### src/hdl/pcg_regs.vh
// Register indices, field positions and reset values of the power pin bank.
// Assumes a 32-bit Wishbone bus; byte address is four times the index.
`ifndef PCG_REGS_VH
`define PCG_REGS_VH

// ------------------------------------------------------------
// Register indices
// ------------------------------------------------------------
`define PCG_IDX_FIXED_OUT 6'h00
`define PCG_IDX_BIDIR_OUT 6'h01
`define PCG_IDX_BIDIR_DIR 6'h02
`define PCG_IDX_BIDIR_IN 6'h03
`define PCG_IDX_FUNC 6'h04
`define PCG_IDX_RISE_EN 6'h05
`define PCG_IDX_FALL_EN 6'h06
`define PCG_IDX_RISE_FLG 6'h07
`define PCG_IDX_FALL_FLG 6'h08
`define PCG_IDX_FWD_EN 6'h0B
`define PCG_IDX_PENDING 6'h0D
`define PCG_IDX_HOST_FLG 6'h30
`define PCG_IDX_IRQ_STAT 6'h31
`define PCG_IDX_IRQ_MASK 6'h32

// ------------------------------------------------------------
// Fields and reset values
// ------------------------------------------------------------
`define PCG_FUNC_PER_MSB 7
`define PCG_FUNC_PER_LSB 5
`define PCG_FUNC_WID_MSB 4
`define PCG_FUNC_WID_LSB 2
`define PCG_FUNC_SEL_MSB 1
`define PCG_FUNC_SEL_LSB 0
`define PCG_SEL_DATA 2'h0
`define PCG_SEL_CLK32K 2'h1
`define PCG_SEL_PWM_POS 2'h2
`define PCG_SEL_PWM_NEG 2'h3
`define PCG_HOST_SUBSYS_BIT 1
`define PCG_HOST_IFACE_BIT 0
`define PCG_FIXED_OUT_RST 4'hF
`define PCG_FIXED_RSVD 4'hF
`define PCG_CLK32K_PIN 2

// ------------------------------------------------------------
// PWM timing in 32.768 kHz clock periods
// ------------------------------------------------------------
`define PCG_PWM_BASE_WIDTH 12'h010
`define PCG_PWM_PERIOD_ADD 3'h2
`define PCG_PWM_CNT_W 15

`endif

### src/hdl/pcg_bank.v
// Power pin bank: fixed outputs, bidirectional pins, edge flags, PWM.
// Assumes a classic Wishbone master, 32-bit data, single clock at 25 MHz,
// and all pin inputs sampled on clk_i.
`timescale 1ns/1ps
`include "pcg_regs.vh"

module pcg_bank
(
  input wire clk_i,
  input wire rst_i,
  input wire cyc_i,
  input wire stb_i,
  input wire we_i,
  input wire [7:0] adr_i,
  input wire [3:0] sel_i,
  input wire [31:0] dat_i,
  output wire [31:0] dat_o,
  output wire ack_o,
  input wire clk32k_i,
  output wire [3:0] power_control_output_pin_o,
  input wire [6:0] power_control_bidir_pin_i,
  output wire [6:0] power_control_bidir_pin_o,
  output wire [6:0] power_control_bidir_pin_oe_n_o,
  output wire subsys_irq_o,
  output wire irq_o
);

  // ------------------------------------------------------------
  // Declarations
  // ------------------------------------------------------------
  reg ack_r;
  reg [31:0] dat_r;
  reg [31:0] dat_nxt;
  reg [3:0] fixed_output_data_r;
  reg [6:0] bidir_output_data_r;
  reg [6:0] bidir_direction_r;
  reg [7:0] pin_function_pwm_r;
  reg [6:0] rise_event_enable_r;
  reg [6:0] fall_event_enable_r;
  reg [6:0] rise_event_flags_r;
  reg [6:0] fall_event_flags_r;
  reg [6:0] pin_event_forward_enable_r;
  reg [1:0] host_if_event_flags_r;
  reg [6:0] irq_status_r;
  reg [6:0] irq_mask_r;
  reg [6:0] pin_meta_r;
  reg [6:0] pin_sync_r;
  reg [6:0] pin_prev_r;
  reg clk32k_meta_r;
  reg clk32k_sync_r;
  reg clk32k_prev_r;
  reg [3:0] pin_out_r;
  wire [5:0] idx;
  wire req;
  wire acc;
  wire wr;
  wire rd;
  wire [7:0] wbyte;
  wire [6:0] rise_ev;
  wire [6:0] fall_ev;
  wire [6:0] pin_event_pending;
  wire slow_tick;
  wire pwm_wave;
  wire [1:0] output2_source_select;
  wire subsystem_event_flag;
  wire interface_event_flag;

  // ------------------------------------------------------------
  // Behaviour notes
  // ------------------------------------------------------------
  // Bus timing:
  //   Every access is answered one cycle after it is presented.
  //   Ack is a single-cycle pulse, so a master that keeps its
  //   strobe high sees a gap before the next answer.
  //   Writes and read side effects act on the ack edge only,
  //   so a request that is withdrawn early has no effect.
  //   Writes with byte lane zero disabled are acked but dropped.
  //   Unmapped indices read zero and ignore writes.
  // Registers:
  //   Each register sits alone in the low byte of its word.
  //   Reserved bits are not stored; most read zero.
  //   The fixed output register reads ones in its upper nibble.
  // Pin inputs:
  //   Pins pass two flops before anyone looks at them.
  //   Edges are seen three edges after the pin moves.
  //   A pulse shorter than one clock may be missed entirely.
  //   Input data shows the synced level whatever the direction,
  //   so a pin driven by the bank reads back its own level.
  // Flags:
  //   Every sticky flag lets a new event win over a clear
  //   landing in the same cycle, so no event is ever lost.
  //   The interrupt status clears only the bits that the
  //   clearing read actually returned.
  // Slow clock and PWM:
  //   The 32.768 kHz clock is sampled as data, not used as a clock.
  //   Its synced rising edges form the PWM tick.
  //   The PWM output is registered and moves once per tick.
  //   Pin 2 adds a register stage after the source selector.
  // Limitations:
  //   The bank clock must be well above twice the slow clock.

  // ------------------------------------------------------------
  // Wishbone slave
  // ------------------------------------------------------------
  // Request is answered one cycle later; write and read-clear act on ack edge
  assign idx = adr_i[7:2];
  assign req = cyc_i & stb_i;
  assign acc = req & ack_r;
  assign wr = acc & we_i & sel_i[0];
  assign rd = acc & ~we_i;
  assign wbyte = dat_i[7:0];

  // Ack pulse: high for one cycle, then low at least one cycle
  always @(posedge clk_i)
  begin
    if (rst_i)
      ack_r <= 1'b0;
    else
      ack_r <= req & ~ack_r;
  end

  // Read mux; unmapped indices read as zero
  always @*
  begin
    dat_nxt = 32'h00000000;
    if (idx == `PCG_IDX_FIXED_OUT)
      dat_nxt[7:0] = {`PCG_FIXED_RSVD, fixed_output_data_r};
    else if (idx == `PCG_IDX_BIDIR_OUT)
      dat_nxt[6:0] = bidir_output_data_r;
    else if (idx == `PCG_IDX_BIDIR_DIR)
      dat_nxt[6:0] = bidir_direction_r;
    else if (idx == `PCG_IDX_BIDIR_IN)
      dat_nxt[6:0] = pin_sync_r;
    else if (idx == `PCG_IDX_FUNC)
      dat_nxt[7:0] = pin_function_pwm_r;
    else if (idx == `PCG_IDX_RISE_EN)
      dat_nxt[6:0] = rise_event_enable_r;
    else if (idx == `PCG_IDX_FALL_EN)
      dat_nxt[6:0] = fall_event_enable_r;
    else if (idx == `PCG_IDX_RISE_FLG)
      dat_nxt[6:0] = rise_event_flags_r;
    else if (idx == `PCG_IDX_FALL_FLG)
      dat_nxt[6:0] = fall_event_flags_r;
    else if (idx == `PCG_IDX_FWD_EN)
      dat_nxt[6:0] = pin_event_forward_enable_r;
    else if (idx == `PCG_IDX_PENDING)
      dat_nxt[6:0] = pin_event_pending;
    else if (idx == `PCG_IDX_HOST_FLG)
      dat_nxt[1:0] = host_if_event_flags_r;
    else if (idx == `PCG_IDX_IRQ_STAT)
      dat_nxt[6:0] = irq_status_r;
    else if (idx == `PCG_IDX_IRQ_MASK)
      dat_nxt[6:0] = irq_mask_r;
  end

  // Read data captured as ack rises, held while ack is high
  always @(posedge clk_i)
  begin
    if (rst_i)
      dat_r <= 32'h00000000;
    else if (req & ~ack_r)
      dat_r <= dat_nxt;
  end

  assign dat_o = dat_r;
  assign ack_o = ack_r;

  // ------------------------------------------------------------
  // Control registers
  // ------------------------------------------------------------
  // Plain read/write registers; reserved bits are not stored
  always @(posedge clk_i)
  begin
    if (rst_i)
    begin
      fixed_output_data_r <= `PCG_FIXED_OUT_RST;
      bidir_output_data_r <= 7'h00;
      bidir_direction_r <= 7'h00;
      pin_function_pwm_r <= 8'h00;
      rise_event_enable_r <= 7'h00;
      fall_event_enable_r <= 7'h00;
      pin_event_forward_enable_r <= 7'h00;
      irq_mask_r <= 7'h00;
    end
    else if (wr)
    begin
      if (idx == `PCG_IDX_FIXED_OUT)
        fixed_output_data_r <= wbyte[3:0];
      else if (idx == `PCG_IDX_BIDIR_OUT)
        bidir_output_data_r <= wbyte[6:0];
      else if (idx == `PCG_IDX_BIDIR_DIR)
        bidir_direction_r <= wbyte[6:0];
      else if (idx == `PCG_IDX_FUNC)
        pin_function_pwm_r <= wbyte;
      else if (idx == `PCG_IDX_RISE_EN)
        rise_event_enable_r <= wbyte[6:0];
      else if (idx == `PCG_IDX_FALL_EN)
        fall_event_enable_r <= wbyte[6:0];
      else if (idx == `PCG_IDX_FWD_EN)
        pin_event_forward_enable_r <= wbyte[6:0];
      else if (idx == `PCG_IDX_IRQ_MASK)
        irq_mask_r <= wbyte[6:0];
    end
  end

  // ------------------------------------------------------------
  // Pin input synchronisers and edge detect
  // ------------------------------------------------------------
  // Two flops per pin, then a history flop for edges
  always @(posedge clk_i)
  begin
    if (rst_i)
    begin
      pin_meta_r <= 7'h00;
      pin_sync_r <= 7'h00;
      pin_prev_r <= 7'h00;
      clk32k_meta_r <= 1'b0;
      clk32k_sync_r <= 1'b0;
      clk32k_prev_r <= 1'b0;
    end
    else
    begin
      pin_meta_r <= power_control_bidir_pin_i;
      pin_sync_r <= pin_meta_r;
      pin_prev_r <= pin_sync_r;
      clk32k_meta_r <= clk32k_i;
      clk32k_sync_r <= clk32k_meta_r;
      clk32k_prev_r <= clk32k_sync_r;
    end
  end

  // Edge events gated by per-pin enables
  assign rise_ev = pin_sync_r & ~pin_prev_r & rise_event_enable_r;
  assign fall_ev = ~pin_sync_r & pin_prev_r & fall_event_enable_r;
  assign slow_tick = clk32k_sync_r & ~clk32k_prev_r;

  // ------------------------------------------------------------
  // Edge flags and interrupts
  // ------------------------------------------------------------
  // Write one clears a flag; a new edge in the same cycle wins
  always @(posedge clk_i)
  begin
    if (rst_i)
    begin
      rise_event_flags_r <= 7'h00;
      fall_event_flags_r <= 7'h00;
    end
    else
    begin
      if (wr && idx == `PCG_IDX_RISE_FLG)
        rise_event_flags_r <= (rise_event_flags_r & ~wbyte[6:0]) | rise_ev;
      else
        rise_event_flags_r <= rise_event_flags_r | rise_ev;
      if (wr && idx == `PCG_IDX_FALL_FLG)
        fall_event_flags_r <= (fall_event_flags_r & ~wbyte[6:0]) | fall_ev;
      else
        fall_event_flags_r <= fall_event_flags_r | fall_ev;
    end
  end

  // Pin pending when either edge flag is set
  assign pin_event_pending = rise_event_flags_r | fall_event_flags_r;
  assign subsystem_event_flag = |(pin_event_pending & pin_event_forward_enable_r);
  assign interface_event_flag = acc;

  // Host flags: set by events, write one clears, set wins
  always @(posedge clk_i)
  begin
    if (rst_i)
      host_if_event_flags_r <= 2'h0;
    else if (wr && idx == `PCG_IDX_HOST_FLG)
      host_if_event_flags_r <= (host_if_event_flags_r & ~wbyte[1:0]) |
                               {subsystem_event_flag, interface_event_flag};
    else
      host_if_event_flags_r <= host_if_event_flags_r | {subsystem_event_flag, interface_event_flag};
  end

  // Sticky status, read clears only the bits that were returned
  always @(posedge clk_i)
  begin
    if (rst_i)
      irq_status_r <= 7'h00;
    else if (rd && idx == `PCG_IDX_IRQ_STAT)
      irq_status_r <= (irq_status_r & ~dat_r[6:0]) | rise_ev | fall_ev;
    else
      irq_status_r <= irq_status_r | rise_ev | fall_ev;
  end

  assign irq_o = |(irq_status_r & irq_mask_r);
  assign subsys_irq_o = subsystem_event_flag;

  // ------------------------------------------------------------
  // PWM and output pins
  // ------------------------------------------------------------
  pcg_pwm u_pwm
  (
    .clk_i(clk_i),
    .rst_i(rst_i),
    .tick_i(slow_tick),
    .period_code_i(pin_function_pwm_r[`PCG_FUNC_PER_MSB:`PCG_FUNC_PER_LSB]),
    .width_code_i(pin_function_pwm_r[`PCG_FUNC_WID_MSB:`PCG_FUNC_WID_LSB]),
    .pwm_o(pwm_wave)
  );

  assign output2_source_select = pin_function_pwm_r[`PCG_FUNC_SEL_MSB:`PCG_FUNC_SEL_LSB];

  // Fixed outputs registered; pin 2 takes the selected source
  always @(posedge clk_i)
  begin
    if (rst_i)
      pin_out_r <= `PCG_FIXED_OUT_RST;
    else
    begin
      pin_out_r <= fixed_output_data_r;
      case (output2_source_select)
        `PCG_SEL_DATA: pin_out_r[`PCG_CLK32K_PIN] <= fixed_output_data_r[`PCG_CLK32K_PIN];
        `PCG_SEL_CLK32K: pin_out_r[`PCG_CLK32K_PIN] <= clk32k_sync_r;
        `PCG_SEL_PWM_POS: pin_out_r[`PCG_CLK32K_PIN] <= pwm_wave;
        default: pin_out_r[`PCG_CLK32K_PIN] <= ~pwm_wave;
      endcase
    end
  end

  assign power_control_output_pin_o = pin_out_r;

  // Bidir drive: enable low while the pin is an output
  assign power_control_bidir_pin_o = bidir_output_data_r;
  assign power_control_bidir_pin_oe_n_o = ~bidir_direction_r;

endmodule // pcg_bank

### src/hdl/pcg_pwm.v
// PWM waveform generator counting 32.768 kHz clock periods.
// Assumes tick_i is a one-cycle pulse per slow clock period.
`timescale 1ns/1ps
`include "pcg_regs.vh"

module pcg_pwm
(
  input wire clk_i,
  input wire rst_i,
  input wire tick_i,
  input wire [2:0] period_code_i,
  input wire [2:0] width_code_i,
  output wire pwm_o
);

  reg [`PCG_PWM_CNT_W-1:0] cnt_r;
  reg pwm_r;
  wire [11:0] width_len;
  wire [3:0] mult;
  wire [`PCG_PWM_CNT_W-1:0] period_len;

  // Width is 16 shifted by the code, period is width times (code plus two)
  assign width_len = `PCG_PWM_BASE_WIDTH << width_code_i;
  assign mult = {1'b0, period_code_i} + {1'b0, `PCG_PWM_PERIOD_ADD};
  assign period_len = {3'h0, width_len} * {11'h000, mult};

  // ------------------------------------------------------------
  // Period counter and pulse
  // ------------------------------------------------------------
  // Counter wraps at period end; a shrink of period wraps at once
  always @(posedge clk_i)
  begin
    if (rst_i)
    begin
      cnt_r <= {`PCG_PWM_CNT_W{1'b0}};
      pwm_r <= 1'b0;
    end
    else if (tick_i)
    begin
      if (cnt_r >= period_len - 1'b1)
        cnt_r <= {`PCG_PWM_CNT_W{1'b0}};
      else
        cnt_r <= cnt_r + 1'b1;
      pwm_r <= (cnt_r < {3'h0, width_len});
    end
  end

  assign pwm_o = pwm_r;

endmodule // pcg_pwm

### config.mk
export PLATFORM = sky130hd
export DESIGN_NAME = pcg_bank
export DESIGN_NICKNAME = d
export VERILOG_FILES = /design/src/hdl/pcg_bank.v /design/src/hdl/pcg_pwm.v
export VERILOG_INCLUDE_DIRS = /design/src /design/src/hdl
export SDC_FILE = /design/constraint.sdc
export NUM_CORES = 1
export LEC_CHECK = 0
export BUFFER_PORTS_ARGS = -buffer_cell sky130_fd_sc_hd__buf_2
export CAP_MARGIN = 0
export CORE_MARGIN = 8
export CORE_UTILIZATION = 35
export CTS_BUF_LIST = sky130_fd_sc_hd__clkbuf_4 sky130_fd_sc_hd__clkbuf_8 sky130_fd_sc_hd__clkbuf_16
export CTS_CLUSTER_SIZE = 20
export DETAILED_ROUTE_END_ITERATION = 8
export GPL_TIMING_DRIVEN = 0
export SYNTH_ARGS = -nofsm -noshare
export SYNTH_HDL_FRONTEND = slang
export SYNTH_SLANG_ARGS = --single-unit
### constraint.sdc
create_clock -name clk_i -period 15.45 [get_ports clk_i]
set_input_delay 3.09 -clock clk_i [delete_from_list [all_inputs] [get_ports clk_i]]
set_output_delay 3.09 -clock clk_i [all_outputs]
set_load 0.03 [all_outputs]
==> results.md, run 1 <==
- Pre-Repair DR Iteration Count: 7
- Post-DP HPWL: 18200 um
- IO Count: 110
- Cells after DPL: 1258
- CTS tree: yes
- Peak VDD IR: 0.0727 mV
- CP Max Fanout: 10
- Worst slew pin tran: 0.808 ns
- # nets final: 1109
- Root buffer cell: clkbuf_16
- Max stage delay on crit path: 0.63 ns
- Mapped Cells: 908
- Cell Chain, Critical Path: clkbuf_1, nor3b_1, nand2_1, ha_1, inv_1, fa_1, inv_1, fa_1, inv_1, ha_1, o21ai_0, a21boi_0, o21a_1, o41ai_1, xor2_1, ha_1, a21o_1, a211oi_1, o2bb2ai_1, a31o_2, o21bai_1, clkbuf_1, nor2_1
- Diode count: 0
- CP Launch Type: flip-flop
- Leakage: 3.43 nW
- Initial antenna violation count: 0
- Layout cells sized above 1: 0.137
- R2R cell count: 23
- Htree depth: 4
- Post-synthesis sequential area ratio: 0.342
- Ys flop type: dfxtp_1
- Post-CTS Hold Buffers: 0
- Power per cell area: 92.6 nW/um2
- EDFF count, synth: 0
- CP max stage cell: nor3b_1
- Largest net degree at the start of global routing: 17
- Library cells used by synthesis: 64
- Status: finished clean
- Gr ovfl total: 0
- Routability cong.: 0.977
- Setup TNS: 0 ns
- Initial Util: 0.353
- First-pass GRT wire length: 37600 um
- Non-Filler Instances: 1290
- Via/cell ratio: 5.28
- Ys Warns: 0
- Maxcap violations: 0
- Post-CTS Setup Inserts: 0
- R2r endpoint: u_pwm.cnt_r[8]
- CP endpoint: u_pwm.cnt_r[8]
- CP Capture Type: flip-flop
- Layout Area Growth over Synthesis: 16.8%
- Setup violators final: 0
- Initial DRC count: 636
- Final setup skew: 0.0170 ns
- Number of global-route vias before repair: 6509
- I/O Buffers: 47
- Worst setup path category: flip-flop to flip-flop
- Arrival @ worst endpoint: 6.34 ns
- Final Max Slew Viols: 0
- Core area: 21600 um2
- CTS Buffer Depth: 2
- Routed vias: 6811
- Yosys reg bits: 130
- Fin. Hold Viols: 0
- GRT Total Usage: 0.183
- Slew HR: 0.458
- DRC viols: 0
- Worst EP required: 15.81 ns
- Min Tclk post-route: 5.98 ns
- FFs w/ async S/R, synth: 0
- Drt wl/cell: 18.7 um
- PostCTS Resize Cnt: 0
- Die Wd: 163 um
- Fin util: 0.412
- Fmax achieved: 167 MHz
- Row cnt: 54
- Clock Sinks: 130
- Worst hold path class: flip-flop to flip-flop
- R2r startpoint: pin_function_pwm_r[3]
- Reg clk slew, reported paths: 0.07 ns
- Total wire length: 24100 um
- Skew-Pair Late Insertion Delay: 0.43 ns
- Final ANT Viol Nets: 0
- Die area: 26700 um2
- Period utilisation layout: 0.387
- Cts bufs inserted: 17
- DIE HEIGHT: 163 um
- R2R setup slack: 9.47 ns
- CP Launch Point: pin_function_pwm_r[3]
- Syn Area/Cell: 8.38 um2
- RSZ-0062 raised after global routing: false
- Synthesized cell area: 7610 um2
- Total power: 0.823 mW
==> cell usage in the layout (no fill, tap or decap), types with 7 or more instances in the layout <==
master / n
and3_1: 7
nand3_1: 15
a21oi_1: 36
o22ai_1: 12
nand2_1: 99
a31oi_1: 9
clkbuf_16: 17
inv_1: 52
a22oi_1: 12
fa_1: 13
xnor2_1: 9
dfxtp_1: 130
nand4_1: 10
nor2_1: 114
xor2_1: 14
o21ai_0: 44
clkbuf_1: 31
nand3b_1: 20
ha_1: 42
conb_1: 24
buf_2: 57
mux2i_1: 58
nor2b_1: 31
and2_1: 8
nor3_1: 9
buf_4: 25
==> metrics by stage <==
step | setup slack [ns] | instance area, um2 | hold slack (ns)
after global placement | 9.43 | 8280 | 0.419
after floorplan | 10.43 | 7690 | 0.414
final | 9.47 | 8880 | 0.429
after CTS | 9.46 | 8880 | 0.433
after global routing | 8.98 | 8880 | 0.446
after detailed placement | 9.50 | 8280 | 0.423
==> critical path: cells and delay by family (launching register included) <==
kind / cells / cell delay, ns
AND/OR/NAND/NOR: 3 / 0.91
buffers and inverters: 5 / 0.84
flip-flops: 1 / 0.30
AO/OA/AOI/OAI: 9 / 1.74
adder cells (fa/ha/maj): 5 / 1.94
XOR/XNOR: 1 / 0.19
==> synth_stat cells, drive strengths merged (4+ instances only) <==
library cell / instances / share of area
mux2i: 58 / 0.076
fa: 13 / 0.034
o21ai: 44 / 0.029
nor3: 17 / 0.021
xor2: 14 / 0.016
ha: 42 / 0.069
inv: 52 / 0.026
nor4: 6 / 0.0069
nand3b: 20 / 0.020
nor2b: 31 / 0.025
nand2b: 5 / 0.0041
o22ai: 12 / 0.0099
xnor2: 9 / 0.010
dfxtp: 130 / 0.34
or2: 5 / 0.0041
a221oi: 4 / 0.0046
a31oi: 9 / 0.0074
clkbuf: 31 / 0.015
o211ai: 6 / 0.0059
nand3: 16 / 0.011
and2: 8 / 0.0066
a22oi: 12 / 0.012
a21oi: 36 / 0.024
a211oi: 6 / 0.0059
nand2: 100 / 0.050
nand4: 10 / 0.0082
buf: 41 / 0.036
o21a: 6 / 0.0059
and3: 7 / 0.0058
nor2: 114 / 0.056
==> state kept, by name, indices dropped and copies added, names as in the netlist <==
name                        flops
ack_o                           1
bidir_direction_r               7
clk32k_meta_r                   1
clk32k_prev_r                   1
clk32k_sync_r                   1
dat_o                           8
fall_event_enable_r             7
fall_event_flags_r              7
fixed_output_data_r             4
host_if_event_flags_r           2
irq_mask_r                      7
irq_status_r                    7
pin_event_forward_enable_r      7
pin_function_pwm_r              8
pin_meta_r                      7
pin_prev_r                      7
pin_sync_r                      7
power_control_bidir_pin_o       7
power_control_output_pin_o      4
rise_event_enable_r             7
rise_event_flags_r              7
u_pwm.cnt_r                    15
u_pwm.pwm_o                     1
==> logic make-up after synthesis <==
group / synth area share
fa+ha+maj: 0.103
mux: 0.0793
buf+inv: 0.0771
other cells: 0.000493
flops: 0.342
simple gates: 0.234
compound gates: 0.137
xor+xnor: 0.0265
==> metal layers <==
layer / vias up / global-route usage / routed length (um)
met5: - / 0 / 0
met3: 59 / 0.0403 / 1630
met1: 3223 / 0.243 / 10900
li1: 3270 / - / -
met4: 0 / 0.0805 / 798
met2: 259 / 0.280 / 10800
==> power by group <==
group	total, mW	internal [mW]	switching, mW
Combinational	0.0600	0.0173	0.0428
Sequential	0.342	0.339	0.00299
Clock	0.421	0.256	0.166
==> area by class of cell <==
class	instances	area [um2]
clock buffers	17	425
fillers	2231	12700
well taps	280	350
inverters	52	195
repair buffers	47	235
flip-flops and latches	130	2600
clock inverters	15	179
multi-input cells	677	4510
plain buffers	72	392
==> how the worst min path moves through the flow <==
stage                  startpoint       endpoint  cells after the start
detailed placement  pin_meta_r[3]  pin_sync_r[3]                      1
floorplan           clk32k_meta_r  clk32k_sync_r                      1
finish              pin_meta_r[5]  pin_sync_r[5]                      1
global route        clk32k_meta_r  clk32k_sync_r                      1
CTS                 pin_meta_r[5]  pin_sync_r[5]                      1
global placement    pin_meta_r[2]  pin_sync_r[2]                      1
No activity file was read; power rests on OpenSTA's default activity.
==> run 2, diff against run 1 <==
- clock period: 15.45 -> 5.28 ns (I/O delays scaled with it)
==> run 2 against run 1 <==
Maximum frequency is 20% higher. Combinational power grew to 2.9 times the previous value. Worst setup slack lost 9.2 ns. Cell count up 0.31%. Count of clock-buffer cells in the layout did not move. Critical endpoint unchanged. Largest power group unchanged. Highest routed layer unchanged.
==> results.md, run 2 (synthesis results as in run 1) <==
- Status: finished clean
- Worst hold path class: flip-flop to flip-flop
- Via/cell ratio: 5.24 (-0.75%)
- Clock Sinks: 130 (unchanged)
- Min Tclk post-route: 4.97 ns (-1.01 ns)
- Initial DRC count: 686 (+7.9%)
- Leakage: 3.50 nW (+1.9%)
- Arrival @ worst endpoint: 5.28 ns (-1.06 ns)
- CTS Buffer Depth: 2 (unchanged)
- Worst setup path category: flip-flop to flip-flop
- Commonest non-fill, non-tap cell in the layout: dfxtp_1
- Skew-Pair Late Insertion Delay: 0.43 ns (about the same)
- RSZ-0062 raised after global routing: false
- Die area: 26700 um2 (unchanged)
- Period utilisation layout: 0.941 (+0.554)
- Total wire length: 24200 um (+0.32%)
- Number of global-route vias before repair: 6518 (+0.14%)
- Final instance area: 9020 um2 (+1.5%)
- Layout cells sized above 1: 0.157 (+0.0202)
- Routability cong.: 0.977 (unchanged)
- Biggest register: u_pwm.cnt_r
- Power per cell area: 267 nW/um2 (+190%)
- Initial antenna violation count: 0 (unchanged)
- CP Launch Type: flip-flop
- Fmax achieved: 201 MHz (+20%)
- Post-CTS Hold Buffers: 0 (unchanged)
- CTS tree: yes
- Fin. Hold Viols: 0 (unchanged)
- Largest net degree at the start of global routing: 17 (unchanged)
- Hold Crit Depth: 1 (unchanged)
- Die Wd: 163 um (unchanged)
- IO Count: 110 (unchanged)
- Maxcap violations: 0 (unchanged)
- Layout Area Growth over Synthesis: 18.5%
- Htree depth: 4 (unchanged)
- Peak VDD IR: 0.214 mV (+190%)
- # nets final: 1113 (+0.36%)
- CP Max Fanout: 10 (unchanged)
- Setup violators final: 0 (unchanged)
- Core area: 21600 um2 (unchanged)
- GRT Total Usage: 0.183 (+0.000213)
- Gr ovfl total: 0 (unchanged)
- Final Max Slew Viols: 0 (unchanged)
- Worst slew pin tran: 0.800 ns (-0.00782 ns)
- Routed vias: 6781 (-0.44%)
- WHS: 0.428 ns (-0.000648 ns)
- Cts bufs inserted: 17 (unchanged)
- Most frequent cells in the layout: dfxtp_1, nor2_1, nand2_1
- Final setup skew: 0.0171 ns (+0.000107 ns)
- Final ANT Viol Nets: 0 (unchanged)
- Post-DP HPWL: 18200 um (unchanged)
- Diode count: 0 (unchanged)
- I/O Buffers: 47 (unchanged)
- Reg clk slew, reported paths: 0.07 ns (about the same)
- Worst EP required: 5.59 ns (-10.22 ns)
- Placed Area: 8280 um2 (unchanged)
- Drt wl/cell: 18.7 um (about the same)
- Pre-Repair DR Iteration Count: 5 (-2)
- Row cnt: 54 (unchanged)
- DRC viols: 0 (unchanged)
- DIE HEIGHT: 163 um (unchanged)
- Root buffer cell: clkbuf_16
- CP Capture Type: flip-flop
- R2R cell count: 22 (-4.3%)
- Slew HR: 0.463 (+0.00525)
- First-pass GRT wire length: 37700 um (+0.18%)
- R2R setup slack: 0.31 ns (-9.16 ns)
- Initial Util: 0.353 (unchanged)
- Number of flip-flops in the largest register: 15 (unchanged)
==> run 2: path summary, 6_finish.rpt <==
| check | startpoint | end |
|---|---|---|
| worst max-delay path | pin_function_pwm_r[3] | u_pwm.cnt_r[8] |
| worst min-delay path | pin_meta_r[5] | pin_sync_r[5] |
| worst max register to register | pin_function_pwm_r[3] | u_pwm.cnt_r[8] |
| worst min register to register | pin_meta_r[5] | pin_sync_r[5] |
==> run 2: repair_timing <==
action                                  CTS  global route
hold endpoints to repair                  0             0
resized for setup                        15             6
endpoints found under the setup margin   15            15
buffers inserted                          2             6
pin swaps                                 1             1
==> run 2: layout make-up <==
class	instances	area (um2)
plain buffers	68	378
clock buffers	17	425
clock inverters	15	179
fillers	2219	12500
inverters	52	195
multi-input cells	677	4580
flip-flops and latches	130	2610
well taps	280	350
repair buffers	55	295
==> run 2: per-layer routing <==
| metal | global-route usage | part of all wire | vias up |
|---|---|---|---|
| met2 | 0.280 | 0.45 | 243 |
| met5 | 0 | 0 | - |
| met1 | 0.244 | 0.45 | 3210 |
| li1 | - | - | 3274 |
| met4 | 0.0826 | 0.034 | 0 |
| met3 | 0.0381 | 0.073 | 54 |
==> run 2: through the flow <==
step           utilization  TNS [ns]  setup slack, ns  total power, mW  std cells
6_report             0.418         0            0.314             2.41       1294
5_1_grt              0.418         0           0.0183             2.49       1294
4_1_cts              0.415         0           0.0650             2.42       1288
3_5_place_dp         0.384     -8.36           -0.673             1.19       1258
3_3_place_gp         0.384     -9.29           -0.739             1.19       1258
2_1_floorplan            -         0            0.264             1.14        931
==> run 2: critical path, stage by stage (launching register included) <==
cell	delay [ns]
dfxtp_4	0.45
nor3b_4	0.25
buf_4	0.14
nand2_1	0.05
ha_1	0.27
inv_1	0.05
fa_1	0.52
inv_1	0.05
fa_1	0.53
inv_1	0.04
ha_1	0.35
nand3_1	0.09
o211ai_1	0.13
o41ai_2	0.30
o21ai_0	0.17
xnor2_1	0.17
ha_1	0.32
a211oi_2	0.08
o2bb2ai_1	0.13
a31o_2	0.23
o21bai_1	0.18
buf_2	0.26
nor2_1	0.08
==> run 2: report_power, final <==
group	switching (mW)	total (mW)	internal (mW)
clock network	0.489	1.24	0.748
registers	0.00877	0.999	0.991
logic	0.124	0.175	0.0507
total	0.622	2.41	1.79
==> run 3, diff against run 2 <==
- CELL_PAD_IN_SITES_DETAIL_PLACEMENT: default -> 0
- CELL_PAD_IN_SITES_GLOBAL_PLACEMENT: default -> 2
- CORE_UTILIZATION: 35 -> 31
- PLACE_DENSITY_LB_ADDON: default -> 0.1
==> run 3 against run 2 <==
Maximum frequency fell by 0.57%. Hold slack improved by 0.0071 ns. Critical path type unchanged. Clock skew fell by 0.0055 ns. Largest cell class unchanged. Critical endpoint unchanged. Non-clock buffer count fell by 2. Sequential power barely moved.
==> results.md, run 3 (synthesis results as in run 1) <==
- Status: finished clean
- Htree depth: 4 (unchanged)
- CTS tree: yes
- Worst EP required: 5.64 ns (+0.05 ns)
- Routability cong.: 0.858 (-12%)
- Die area: 29800 um2 (+12%)
- CP max stage cell: fa_1
- Multi-input gate area: 4620 um2 (+0.76%)
- R2R setup slack: 0.29 ns (-0.03 ns)
- IO Count: 110 (unchanged)
- Diode count: 0 (unchanged)
- Initial DRC count: 445 (-35%)
- Fmax achieved: 200 MHz (-0.57%)
- Fin. Hold Viols: 0 (unchanged)
- Final setup skew: 0.0116 ns (-0.00550 ns)
- Combinational power share: 0.078 (+0.005)
- Total wire length: 27400 um (+13%)
- Final ANT Viol Nets: 0 (unchanged)
- Gr ovfl total: 0 (unchanged)
- Switching Fraction: 0.275 (+0.0174)
- Final Max Slew Viols: 0 (unchanged)
- Worst hold path class: flip-flop to flip-flop
- CP Max Fanout: 10 (unchanged)
- GRT Total Usage: 0.182 (-0.00182)
- Post-CTS Hold Buffers: 0 (unchanged)
- CP endpoint: u_pwm.cnt_r[8]
- Skew-Pair Late Insertion Delay: 0.42 ns (about the same)
- DRC viols: 0 (unchanged)
- Drt wl/cell: 20.5 um (+9.8%)
- Filler cell count: 2569 (+16%)
- Int Pwr: 1.72 mW (-4.0%)
- Sequential Area: 2610 um2 (unchanged)
- Worst slew pin tran: 0.864 ns (+0.0642 ns)
- Flop pwr share: 0.422 (+0.007)
- DIE HEIGHT: 173 um (+5.6%)
- CTS Buffer Depth: 2 (unchanged)
- Initial Util: 0.315 (-0.0383)
- R2r startpoint: pin_function_pwm_r[4]
- Die Wd: 173 um (+5.6%)
- Worst setup path category: flip-flop to flip-flop
- CP Launch Type: flip-flop
- NetSw: 0.653 mW (+4.9%)
- Pre-Repair DR Iteration Count: 5 (unchanged)
- Clk pwr share: 0.500 (-0.013)
- Power per cell area: 261 nW/um2 (-2.5%)
- Number of global-route vias before repair: 6584 (+1.0%)
- Maxcap violations: 0 (unchanged)
- Pre-CTS setup slack: -0.837 ns (-0.165 ns)
- CP Launch Point: pin_function_pwm_r[4]
- Period utilisation layout: 0.946 (+0.00539)
- Root buffer cell: clkbuf_16
- Routed vias: 6730 (-0.75%)
- Cell Chain, Critical Path: buf_8, nor3b_4, nand2_1, ha_1, fa_1, inv_1, fa_1, ha_4, nor2b_1, o21ai_2, a21boi_1, o21a_1, o41ai_2, xor2_1, ha_1, a21o_1, a211oi_2, o2bb2ai_1, a31o_2, o21bai_2, buf_4, nor2_1
- Min Tclk post-route: 4.99 ns (+0.0285 ns)
- Number of flip-flops in the largest register: 15 (unchanged)
- R2R cell count: 22 (unchanged)
- Layout cells sized above 1: 0.160 (+0.00327)
- Total power: 2.37 mW (-1.7%)
- Most frequent cells in the layout: dfxtp_1, nor2_1, nand2_1
- Max stage delay on crit path: 0.50 ns (-0.03 ns)
- Biggest register: u_pwm.cnt_r
- Final worst slack: 0.285 ns (-0.0285 ns)
- Largest net degree at the start of global routing: 17 (unchanged)
- # nets final: 1111 (-0.18%)
- CP Capture Type: flip-flop
- Row cnt: 57 (+5.6%)
- Clock Sinks: 130 (unchanged)
- Peak VDD IR: 0.173 mV (-20%)
- Arrival @ worst endpoint: 5.35 ns (+0.07 ns)
- First-pass GRT wire length: 41400 um (+10%)
- Post-DP HPWL: 20900 um (+14%)
- Core area: 24200 um2 (+12%)
- Layout Area Growth over Synthesis: 19.5%
- Setup violators final: 0 (unchanged)
- Cts bufs inserted: 17 (unchanged)
- R2r endpoint: u_pwm.cnt_r[8]
- Via/cell ratio: 5.04 (-3.9%)
- Reg clk slew, reported paths: 0.06 ns (about the same)
- Initial antenna violation count: 0 (unchanged)
- Leakage: 3.47 nW (-0.71%)
- Slew HR: 0.424 (-0.0388)
- Commonest non-fill, non-tap cell in the layout: dfxtp_1
- I/O Buffers: 47 (unchanged)
## run 3: cell count changes in the layout (fill, tap and decap cells not counted), moves of 2 or more
cell and delta:
clkinvlp_4 +2, ha_1 -2, bufinv_16 -2, ha_4 +2, buf_2 -2, clkinv_2 -4, buf_4 -2
## run 3: area by class of cell
type                       instances  area share
buffer                            68      0.0434
sequential                       130       0.287
multi-input combinational        677       0.508
timing repair buffer              53      0.0308
tap                              324      0.0446
clock buffer                      18      0.0483
clock inverter                    14      0.0157
inverter                          52      0.0215
## run 3: routing by layer
layer	vias to the layer above	track usage	part of all wire
met5	-	0	0
met4	0	0.0499	0.014
met3	22	0.0386	0.057
met2	183	0.265	0.42
met1	3251	0.264	0.51
li1	3274	-	-
## run 3: through the flow
step | setup TNS (ns) | instances | cell area [um2] | util | hold slack [ns]
floorplan | 0 | 931 | 7690 | - | 0.414
global placement | -12.26 | 1302 | 8340 | 0.345 | 0.421
detailed placement | -10.75 | 1302 | 8340 | 0.345 | 0.424
CTS | 0 | 1333 | 9000 | 0.372 | 0.437
global route | -0.0130 | 1336 | 9090 | 0.376 | 0.458
finish | 0 | 1336 | 9090 | 0.376 | 0.435
## run 3: timing repair
action                     4_1_cts  5_1_grt
setup endpoints to repair       15       15
pin swaps                        3        8
setup buffers                    2        3
gates resized for setup         20       15
cloned                           0        1
## run 3: how the worst min path moves through the flow
stage,depth (start not counted),start,end,slack (ns)
global route,1,clk32k_meta_r,clk32k_sync_r,0.46
global placement,1,clk32k_meta_r,clk32k_sync_r,0.42
detailed placement,1,pin_meta_r[1],pin_sync_r[1],0.42
finish,1,pin_meta_r[4],pin_sync_r[4],0.44
floorplan,1,clk32k_meta_r,clk32k_sync_r,0.41
CTS,1,pin_meta_r[1],pin_sync_r[1],0.44
## run 3: critical path, delay by kind of cell, from the launching register on
kind	cells	cell delay, ns
fa+ha+maj	5	1.86
compound gates	9	1.53
simple gates	4	0.54
buf+inv	3	0.37
flops	1	0.34
xor+xnor	1	0.28
## run 3: power by group through the flow
stage          logic [mW]  clock network [mW]  registers, mW
4_1_cts             0.181                1.20           1.00
6_report            0.185                1.19          0.999
2_1_floorplan       0.116                   0           1.02
3_5_place_dp        0.180                   0           1.02
3_3_place_gp        0.182                   0           1.02
5_1_grt             0.196                1.25           1.00
